$ cat src/design/tsa_cfg.svh
// Register offsets, field positions and reset values of the slope converter timer
`ifndef TSA_CFG_SVH
`define TSA_CFG_SVH
`define TSA_OFS_TCR     4'h0
`define TSA_OFS_TSR     4'h1
`define TSA_OFS_CNT_HI  4'h2
`define TSA_OFS_CNT_LO  4'h3
`define TSA_OFS_CMP_HI  4'h4
`define TSA_OFS_CMP_LO  4'h5
`define TSA_OFS_CAP_HI  4'h6
`define TSA_OFS_CAP_LO  4'h7
`define TSA_OFS_ACR     4'h8
`define TSA_OFS_ASR     4'h9
`define TSA_TCR_EDGE    1
`define TSA_TCR_OVIE    5
`define TSA_TCR_CMIE    6
`define TSA_TCR_CPIE    7
`define TSA_TSR_OVF     5
`define TSA_TSR_CMF     6
`define TSA_TSR_CPF     7
`define TSA_ACR_SRC     0
`define TSA_ACR_MLO     1
`define TSA_ACR_MHI     2
`define TSA_ACR_CHG     3
`define TSA_ASR_FLAGB   0
`define TSA_ASR_CMPB    1
`define TSA_ASR_FLGRST  2
`define TSA_CNT_RESET   16'hFFFC
`define TSA_CMP_INIT    16'hFFFF
`endif

$ cat src/design/tsa_pkg.sv
// Types shared by the slope converter timer
package tsa_pkg;
  typedef enum logic [1:0] {
    TSA_MODE_MAN0,
    TSA_MODE_MAN1,
    TSA_MODE_AUTO_OVF,
    TSA_MODE_AUTO_CMP
  } tsa_mode_t;
endpackage : tsa_pkg

$ cat src/design/tsa_top.sv
// Timer driven single slope converter control with flag sequences and ramp charge logic
`include "tsa_cfg.svh"

// What this block does
// - Overflow flag sets whenever the counter wraps to zero, enable or not.
// - Overflow flag clears only on status read, then counter low byte read.
// - Reset loads the counter just below wrap so overflow comes soon.
// - Compare flag sets when counter equals compare value, enable or not.
// - Compare flag clears only on status read, then compare low byte read.
// - A set compare flag blocks further compare matches.
// - Reset leaves the compare value register unchanged.
// - Capture flag sets and counter is latched on each qualifying capture.
// - Capture flag clears only on status read, then capture low byte read.
// - While capture flag is set, new captures are ignored, time kept.
// - Capture flag overrides start flags; clearing it with start pending charges.
// - Capture edge is rising or falling per the edge select bit.
// - Capture source is the pin or comparator b per source select bit.
// - Overflow-driven mode starts charge on overflow flag, even if pending.
// - Compare-driven mode starts charge on compare flag, even if pending.
// - Hardware sets charge control and comparator b flags itself.
// - Writing one to the flag reset bit clears the comparator b flag unless comparator b is high.
// - A software write of charge control takes effect at once.
// - Software clearing charge control ends the ramp at once.
module tsa_top
  import tsa_pkg::*;
(
  input  wire logic        clk_sys_in,
  input  wire logic        rst_in,
  input  wire logic [3:0]  addr_in,
  input  wire logic [7:0]  wdata_in,
  input  wire logic        wr_in,
  input  wire logic        rd_in,
  output logic      [7:0]  rdata_out,
  input  wire logic        capture_pin_in,
  input  wire logic        comparator_b_in,
  output logic             ramp_pin_out,
  output logic             irq_request_out
);

  // ==========================================================
  // Input synchronisers
  logic [1:0] pin_sync_r;
  logic [1:0] cmp_sync_r;
  logic       trig_prev_r;

  always_ff @(posedge clk_sys_in) begin
    if (rst_in) begin
      pin_sync_r <= 2'h0;
      cmp_sync_r <= 2'h0;
    end else begin
      pin_sync_r <= {pin_sync_r[0], capture_pin_in};
      cmp_sync_r <= {cmp_sync_r[0], comparator_b_in};
    end
  end

  // ==========================================================
  // Registers and state
  logic [15:0] counter_r;
  logic [15:0] compare_r = `TSA_CMP_INIT;
  logic [15:0] captured_r;
  logic        overflow_flag_r;
  logic        compare_flag_r;
  logic        capture_flag_r;
  logic        overflow_irq_enable_r;
  logic        compare_irq_enable_r;
  logic        capture_irq_enable_r;
  logic        capture_edge_select_r;
  logic        capture_source_select_r;
  tsa_mode_t   mode_r;
  logic        charge_control_r;
  logic        comparator_b_latched_flag_r;
  logic        ovf_armed_r;
  logic        cmp_armed_r;
  logic        cap_armed_r;
  logic [7:0]  rdata_r;

  wire wr_tcr  = wr_in && (addr_in == `TSA_OFS_TCR);
  wire wr_cmph = wr_in && (addr_in == `TSA_OFS_CMP_HI);
  wire wr_cmpl = wr_in && (addr_in == `TSA_OFS_CMP_LO);
  wire wr_acr  = wr_in && (addr_in == `TSA_OFS_ACR);
  wire wr_asr  = wr_in && (addr_in == `TSA_OFS_ASR);
  wire rd_tsr  = rd_in && (addr_in == `TSA_OFS_TSR);
  wire rd_cntl = rd_in && (addr_in == `TSA_OFS_CNT_LO);
  wire rd_cmpl = rd_in && (addr_in == `TSA_OFS_CMP_LO);
  wire rd_capl = rd_in && (addr_in == `TSA_OFS_CAP_LO);

  // ==========================================================
  // Counter and event detection
  wire        wrap_ev   = (counter_r == 16'hFFFF);
  wire        match_ev  = (counter_r == compare_r) && !compare_flag_r;
  wire        trig_src  = capture_source_select_r ? cmp_sync_r[1] : pin_sync_r[1];
  wire        edge_ev   = capture_edge_select_r ? (trig_src && !trig_prev_r)
                                                : (!trig_src && trig_prev_r);
  wire        capture_ev = edge_ev && !capture_flag_r;
  wire        auto_mode = (mode_r == TSA_MODE_AUTO_OVF) || (mode_r == TSA_MODE_AUTO_CMP);

  always_ff @(posedge clk_sys_in) begin
    if (rst_in) begin
      counter_r <= `TSA_CNT_RESET;
    end else begin
      counter_r <= counter_r + 16'h0001;
    end
  end

  always_ff @(posedge clk_sys_in) begin
    if (rst_in) begin
      trig_prev_r <= 1'b0;
    end else begin
      trig_prev_r <= trig_src;
    end
  end

  // Compare value has no reset term; only its power-up value is given
  always_ff @(posedge clk_sys_in) begin
    if (wr_cmph) begin
      compare_r[15:8] <= wdata_in;
    end
    if (wr_cmpl) begin
      compare_r[7:0] <= wdata_in;
    end
  end

  // ==========================================================
  // Flags: set wins over clear; clear needs status read then low byte read
  always_ff @(posedge clk_sys_in) begin
    if (rst_in) begin
      overflow_flag_r <= 1'b0;
      ovf_armed_r     <= 1'b0;
    end else begin
      if (wrap_ev) begin
        overflow_flag_r <= 1'b1;
      end else if (rd_cntl && ovf_armed_r) begin
        overflow_flag_r <= 1'b0;
      end
      if (rd_tsr) begin
        ovf_armed_r <= overflow_flag_r;
      end else if (rd_cntl) begin
        ovf_armed_r <= 1'b0;
      end
    end
  end

  always_ff @(posedge clk_sys_in) begin
    if (rst_in) begin
      compare_flag_r <= 1'b0;
      cmp_armed_r    <= 1'b0;
    end else begin
      if (match_ev) begin
        compare_flag_r <= 1'b1;
      end else if (rd_cmpl && cmp_armed_r) begin
        compare_flag_r <= 1'b0;
      end
      if (rd_tsr) begin
        cmp_armed_r <= compare_flag_r;
      end else if (rd_cmpl) begin
        cmp_armed_r <= 1'b0;
      end
    end
  end

  always_ff @(posedge clk_sys_in) begin
    if (rst_in) begin
      capture_flag_r <= 1'b0;
      cap_armed_r    <= 1'b0;
      captured_r     <= 16'h0000;
    end else begin
      if (capture_ev) begin
        capture_flag_r <= 1'b1;
        captured_r     <= counter_r;
      end else if (rd_capl && cap_armed_r) begin
        capture_flag_r <= 1'b0;
      end
      if (rd_tsr) begin
        cap_armed_r <= capture_flag_r;
      end else if (rd_capl) begin
        cap_armed_r <= 1'b0;
      end
    end
  end

  // ==========================================================
  // Control registers
  always_ff @(posedge clk_sys_in) begin
    if (rst_in) begin
      overflow_irq_enable_r   <= 1'b0;
      compare_irq_enable_r    <= 1'b0;
      capture_irq_enable_r    <= 1'b0;
      capture_edge_select_r   <= 1'b0;
    end else if (wr_tcr) begin
      overflow_irq_enable_r   <= wdata_in[`TSA_TCR_OVIE];
      compare_irq_enable_r    <= wdata_in[`TSA_TCR_CMIE];
      capture_irq_enable_r    <= wdata_in[`TSA_TCR_CPIE];
      capture_edge_select_r   <= wdata_in[`TSA_TCR_EDGE];
    end
  end

  always_ff @(posedge clk_sys_in) begin
    if (rst_in) begin
      capture_source_select_r <= 1'b0;
      mode_r                  <= TSA_MODE_MAN0;
    end else if (wr_acr) begin
      capture_source_select_r <= wdata_in[`TSA_ACR_SRC];
      mode_r <= tsa_mode_t'({wdata_in[`TSA_ACR_MHI], wdata_in[`TSA_ACR_MLO]});
    end
  end

  // ==========================================================
  // Charge control: start flag raises it, capture flag holds it off in the auto modes
  wire start_flag = (mode_r == TSA_MODE_AUTO_OVF) ? overflow_flag_r :
                    (mode_r == TSA_MODE_AUTO_CMP) ? compare_flag_r : 1'b0;

  always_ff @(posedge clk_sys_in) begin
    if (rst_in) begin
      charge_control_r <= 1'b0;
    end else if (wr_acr && !wdata_in[`TSA_ACR_CHG]) begin
      charge_control_r <= 1'b0;
    end else if (wr_acr && wdata_in[`TSA_ACR_CHG]) begin
      charge_control_r <= 1'b1;
    end else if (auto_mode && (capture_flag_r || capture_ev)) begin
      charge_control_r <= 1'b0;
    end else if (start_flag && !capture_flag_r) begin
      charge_control_r <= 1'b1;
    end
  end

  always_ff @(posedge clk_sys_in) begin
    if (rst_in) begin
      comparator_b_latched_flag_r <= 1'b0;
    end else if (cmp_sync_r[1]) begin
      comparator_b_latched_flag_r <= 1'b1;
    end else if (wr_asr && wdata_in[`TSA_ASR_FLGRST]) begin
      comparator_b_latched_flag_r <= 1'b0;
    end
  end

  // ==========================================================
  // Read port
  always_ff @(posedge clk_sys_in) begin
    if (rst_in) begin
      rdata_r <= 8'h00;
    end else if (rd_in) begin
      unique case (addr_in)
        `TSA_OFS_TCR:    rdata_r <= {capture_irq_enable_r, compare_irq_enable_r,
                                     overflow_irq_enable_r, 3'h0,
                                     capture_edge_select_r, 1'b0};
        `TSA_OFS_TSR:    rdata_r <= {capture_flag_r, compare_flag_r, overflow_flag_r, 5'h00};
        `TSA_OFS_CNT_HI: rdata_r <= counter_r[15:8];
        `TSA_OFS_CNT_LO: rdata_r <= counter_r[7:0];
        `TSA_OFS_CMP_HI: rdata_r <= compare_r[15:8];
        `TSA_OFS_CMP_LO: rdata_r <= compare_r[7:0];
        `TSA_OFS_CAP_HI: rdata_r <= captured_r[15:8];
        `TSA_OFS_CAP_LO: rdata_r <= captured_r[7:0];
        `TSA_OFS_ACR:    rdata_r <= {4'h0, charge_control_r, mode_r, capture_source_select_r};
        `TSA_OFS_ASR:    rdata_r <= {6'h00, cmp_sync_r[1], comparator_b_latched_flag_r};
        default:         rdata_r <= 8'h00;
      endcase
    end else begin
      rdata_r <= 8'h00;
    end
  end

  assign rdata_out       = rdata_r;
  assign ramp_pin_out    = charge_control_r;
  assign irq_request_out = (overflow_flag_r && overflow_irq_enable_r) ||
                           (compare_flag_r && compare_irq_enable_r) ||
                           (capture_flag_r && capture_irq_enable_r);
endmodule : tsa_top

$ cat config.mk
export PLATFORM = sky130hd
export DESIGN_NAME = tsa_top
export DESIGN_NICKNAME = d
export VERILOG_FILES = /design/src/design/tsa_pkg.sv /design/src/design/tsa_top.sv
export VERILOG_INCLUDE_DIRS = /design/src /design/src/design
export SDC_FILE = /design/constraint.sdc
export NUM_CORES = 1
export LEC_CHECK = 0
export BUFFER_PORTS_ARGS = -buffer_cell sky130_fd_sc_hd__buf_2
export CORE_AREA = 2 2 93 95
export DETAILED_ROUTE_END_ITERATION = 8
export DIE_AREA = 0 0 95 97
export PLACE_DENSITY = 0.66
export SETUP_SLACK_MARGIN = 0.05
export SYNTH_ARGS = -nofsm -noshare
export SYNTH_HDL_FRONTEND = slang
export SYNTH_SLANG_ARGS = --single-unit
$ cat constraint.sdc
create_clock -name clk_sys_in -period 4.3 [get_ports clk_sys_in]
set_clock_uncertainty 0.05 [all_clocks]
set_input_delay 0.86 -clock clk_sys_in [delete_from_list [all_inputs] [get_ports clk_sys_in]]
set_output_delay 0.86 -clock clk_sys_in [all_outputs]
set_load 0.1 [all_outputs]
==> results.json <==
{
  "reg2reg_depth": 4,
  "grt_max_degree": 42,
  "relSlewSlack_pct": 47.56,
  "max_freq_mhz": 393.6,
  "drive_above_1_share_pct": 16.41,
  "ant_nets": 0,
  "synth_top_area_cell": "dfxtp_1",
  "clock_sinks": 76,
  "vias": 2879,
  "die_x_um": 95,
  "drt_wl_total_mm": 9.165,
  "antenna_cells": 0,
  "synth-compound-area-share_pct": 15.09,
  "syn_area_mm2": 0.003640,
  "ir_drop_mv": 0.1683,
  "die_area_mm2": 0.009215,
  "synth_top_family_by_area": "simple AND/OR/NAND/NOR gates",
  "grt_pass1_wl_mm": 14.86,
  "crit_path_end_kind": "primary output",
  "clockRootBuffer": "clkbuf_8",
  "synth_xor_area_share_pct": 6.016,
  "die_h_um": 97,
  "clockBufferDepth": 2,
  "critPathMaxStageDelay_ns": 0.40,
  "num_rows": 33,
  "fin_tns_setup_ns": 0,
  "start_util_pct": 44.75,
  "grt_use_total_pct": 20.94,
  "synthTopCellsByArea": "dfxtp_1 (33%), edfxtp_1 (13%), xor2_1 (5.1%)",
  "dp_hpwl_mm": 6.260,
  "ioPinCount": 28,
  "viasPerCell": 5.816,
  "dp.cells": 479,
  "ys_ff_latch": 76,
  "r2r-end": "ramp_pin_out",
  "outcome": "finished clean",
  "numCtsBuffers": 9,
  "synthArstFlopShare_pct": 0,
  "seq_area_frac_synth_pct": 46.20,
  "fin_nets": 404,
  "crit_type": "reg2out",
  "portBuffers": 27,
  "area_growth_syn_to_layout_pct": 9.453,
  "postSynthCellCount": 377,
  "drv_cap": 0,
  "cts_tree": "done",
  "hp-class": "reg2reg",
  "startpoint_type": "flop",
  "worstPathArrival_ns": 1.63,
  "ys.warnings.count": 0,
  "synthSimpleGateAreaFrac_pct": 19.25,
  "insertion_delay_ns": 0.36,
  "p_per_area_mw_per_mm2": 385.0,
  "synth_cell_types": 60,
  "synth_most_common_cell": "dfxtp_1",
  "syn_area_per_cell_um2": 9.654,
  "reg2reg_slack_ns": 2.30,
  "hold_buffers": 0,
  "synth_edf_count": 16,
  "crit_chain": "buf_4 -> a222oi_1 -> inv_1 -> buf_2",
  "cts_setup_buffers": 0,
  "yosys.area.top_type_share_pct": 33.00,
  "setup_viol": 0,
  "cp-startpoint": "capture_flag_r",
  "grt_antenna_before_repair": 0,
  "power.leakage_nw": 1.450,
  "ys.flop_type": "dfxtp_1",
  "h-tree-depth": 3,
  "wl_per_cell_um": 18.52,
  "finalCriticalPeriod_ns": 2.540,
  "drtIter0Drc": 391,
  "first_global_vias": 2765,
  "final_cells": 495,
  "synth_fp_nets": 396,
  "clk_pin_slew_worst_paths_ns": 0.08,
  "final_hold_viol_count": 0,
  "slew_violations": 0,
  "post-route-period-util_pct": 59.08,
  "ys_top_cells_by_count": "dfxtp_1 (60), a21oi_1 (34), nand2_1 (24)",
  "firstDrtPassIters": 5,
  "cp.required_ns": 3.39,
  "synth_fa_ha_area_share_pct": 0.3438,
  "ctsResizeCount": 0,
  "crit_path_top_delay_cell": "a222oi_1",
  "crit_fanout": 22,
  "rsz0062_at_grt": "false",
  "gp_congestion": 0.9191,
  "synthMuxAreaShare_pct": 8.560,
  "grt-ovfl-total": 0,
  "core_mm2": 0.008134,
  "crit_end": "irq_request_out",
  "rr_startpoint": "capture_source_select_r",
  "tightest_slew_ns": 0.7867,
  "drc_errors": 0
}
worst min path at each step:
| stage | endpoint | start | cells past startpoint | slack, ns |
|---|---|---|---|---|
| 2_1_floorplan | cmp_sync_r[1] | cmp_sync_r[0] | 1 | 0.36 |
| 3_3_place_gp | cmp_sync_r[1] | cmp_sync_r[0] | 1 | 0.37 |
| 3_5_place_dp | cmp_sync_r[1] | cmp_sync_r[0] | 1 | 0.38 |
| 4_1_cts | pin_sync_r[1] | pin_sync_r[0] | 1 | 0.40 |
| 5_1_grt | cmp_sync_r[1] | cmp_sync_r[0] | 1 | 0.42 |
| 6_report | cmp_sync_r[1] | cmp_sync_r[0] | 1 | 0.39 |
metrics by stage:
stage	hold WS [ns]	area (um2)	setup slack, ns	utilization [%]	total power [W]
after CTS	0.3964	3984	1.754	48.98	0.001541
after floorplan	0.3638	3640	2.081	-	0.0009188
after detailed placement	0.3764	3764	1.554	46.27	0.0009618
after global placement	0.3692	3764	1.572	46.27	0.0009591
after global routing	0.4221	3984	1.675	48.98	0.001594
final	0.3916	3984	1.760	48.98	0.001534
worst max-delay path: cells and delay by family, from the launching register on:
kind / cells / cell delay [ns]
compound gates: 1 / 0.40
flops: 1 / 0.30
buf+inv: 3 / 0.57
layer usage:
metal	vias up	track usage (%)	part of all wire, %
met5	-	0	0
met4	0	7.804	1.6
li1	1392	-	-
met3	13	4.050	8.0
met1	1346	31.15	46
met2	128	29.90	44
cells by family (layout without fill, tap and decap cells):
| family | after synthesis | in the layout |
|---|---|---|
| and+or+nand+nor | 128 | 128 |
| buffers and inverters | 35 | 48 |
| adders and majority gates | 1 | 1 |
| xor gates and xnor gates | 25 | 25 |
| DFF | 76 | 76 |
| AOI/OAI and AO/OA | 88 | 88 |
| muxes | 24 | 24 |
placed cells by master, fill, tap and decap left out, types with 12 or more instances in the layout:
cell	synthesis	layout
nor2b_1	12	12
buf_2	11	27
o21ai_0	22	22
dfxtp_1	60	60
a21oi_1	34	34
nand2_1	24	24
nor2_1	19	19
nand3_1	23	23
xor2_1	21	21
edfxtp_1	16	16
flip-flops by register name (all words and copies together) (netlist names), 2 cells and up:
signal and flops:
captured_r 16, compare_r 16, counter_r 16, rdata_out 8, cmp_sync_r 2, mode_r 2, pin_sync_r 2
final cells by class:
class | instances | area (um2)
Clock buffer | 11 | 162.7
Clock inverter | 5 | 57.56
Fill cell | 753 | 4150
Inverter | 4 | 15.01
Multi-Input combinational cell | 266 | 1793
Sequential cell | 76 | 1682
Tap cell | 105 | 131.4
Timing Repair Buffer | 28 | 142.6
report_power, final:
part	leakage [nW]	total, W	internal [W]	switching, W
combinational	0.703	0.000162	0.0000627	0.0000997
sequential	0.632	0.000786	0.000751	0.0000346
clock	0.114	0.000585	0.000319	0.000266
total	1.45	0.00153	0.00113	0.000401
No activity file was read; power rests on OpenSTA's default activity.
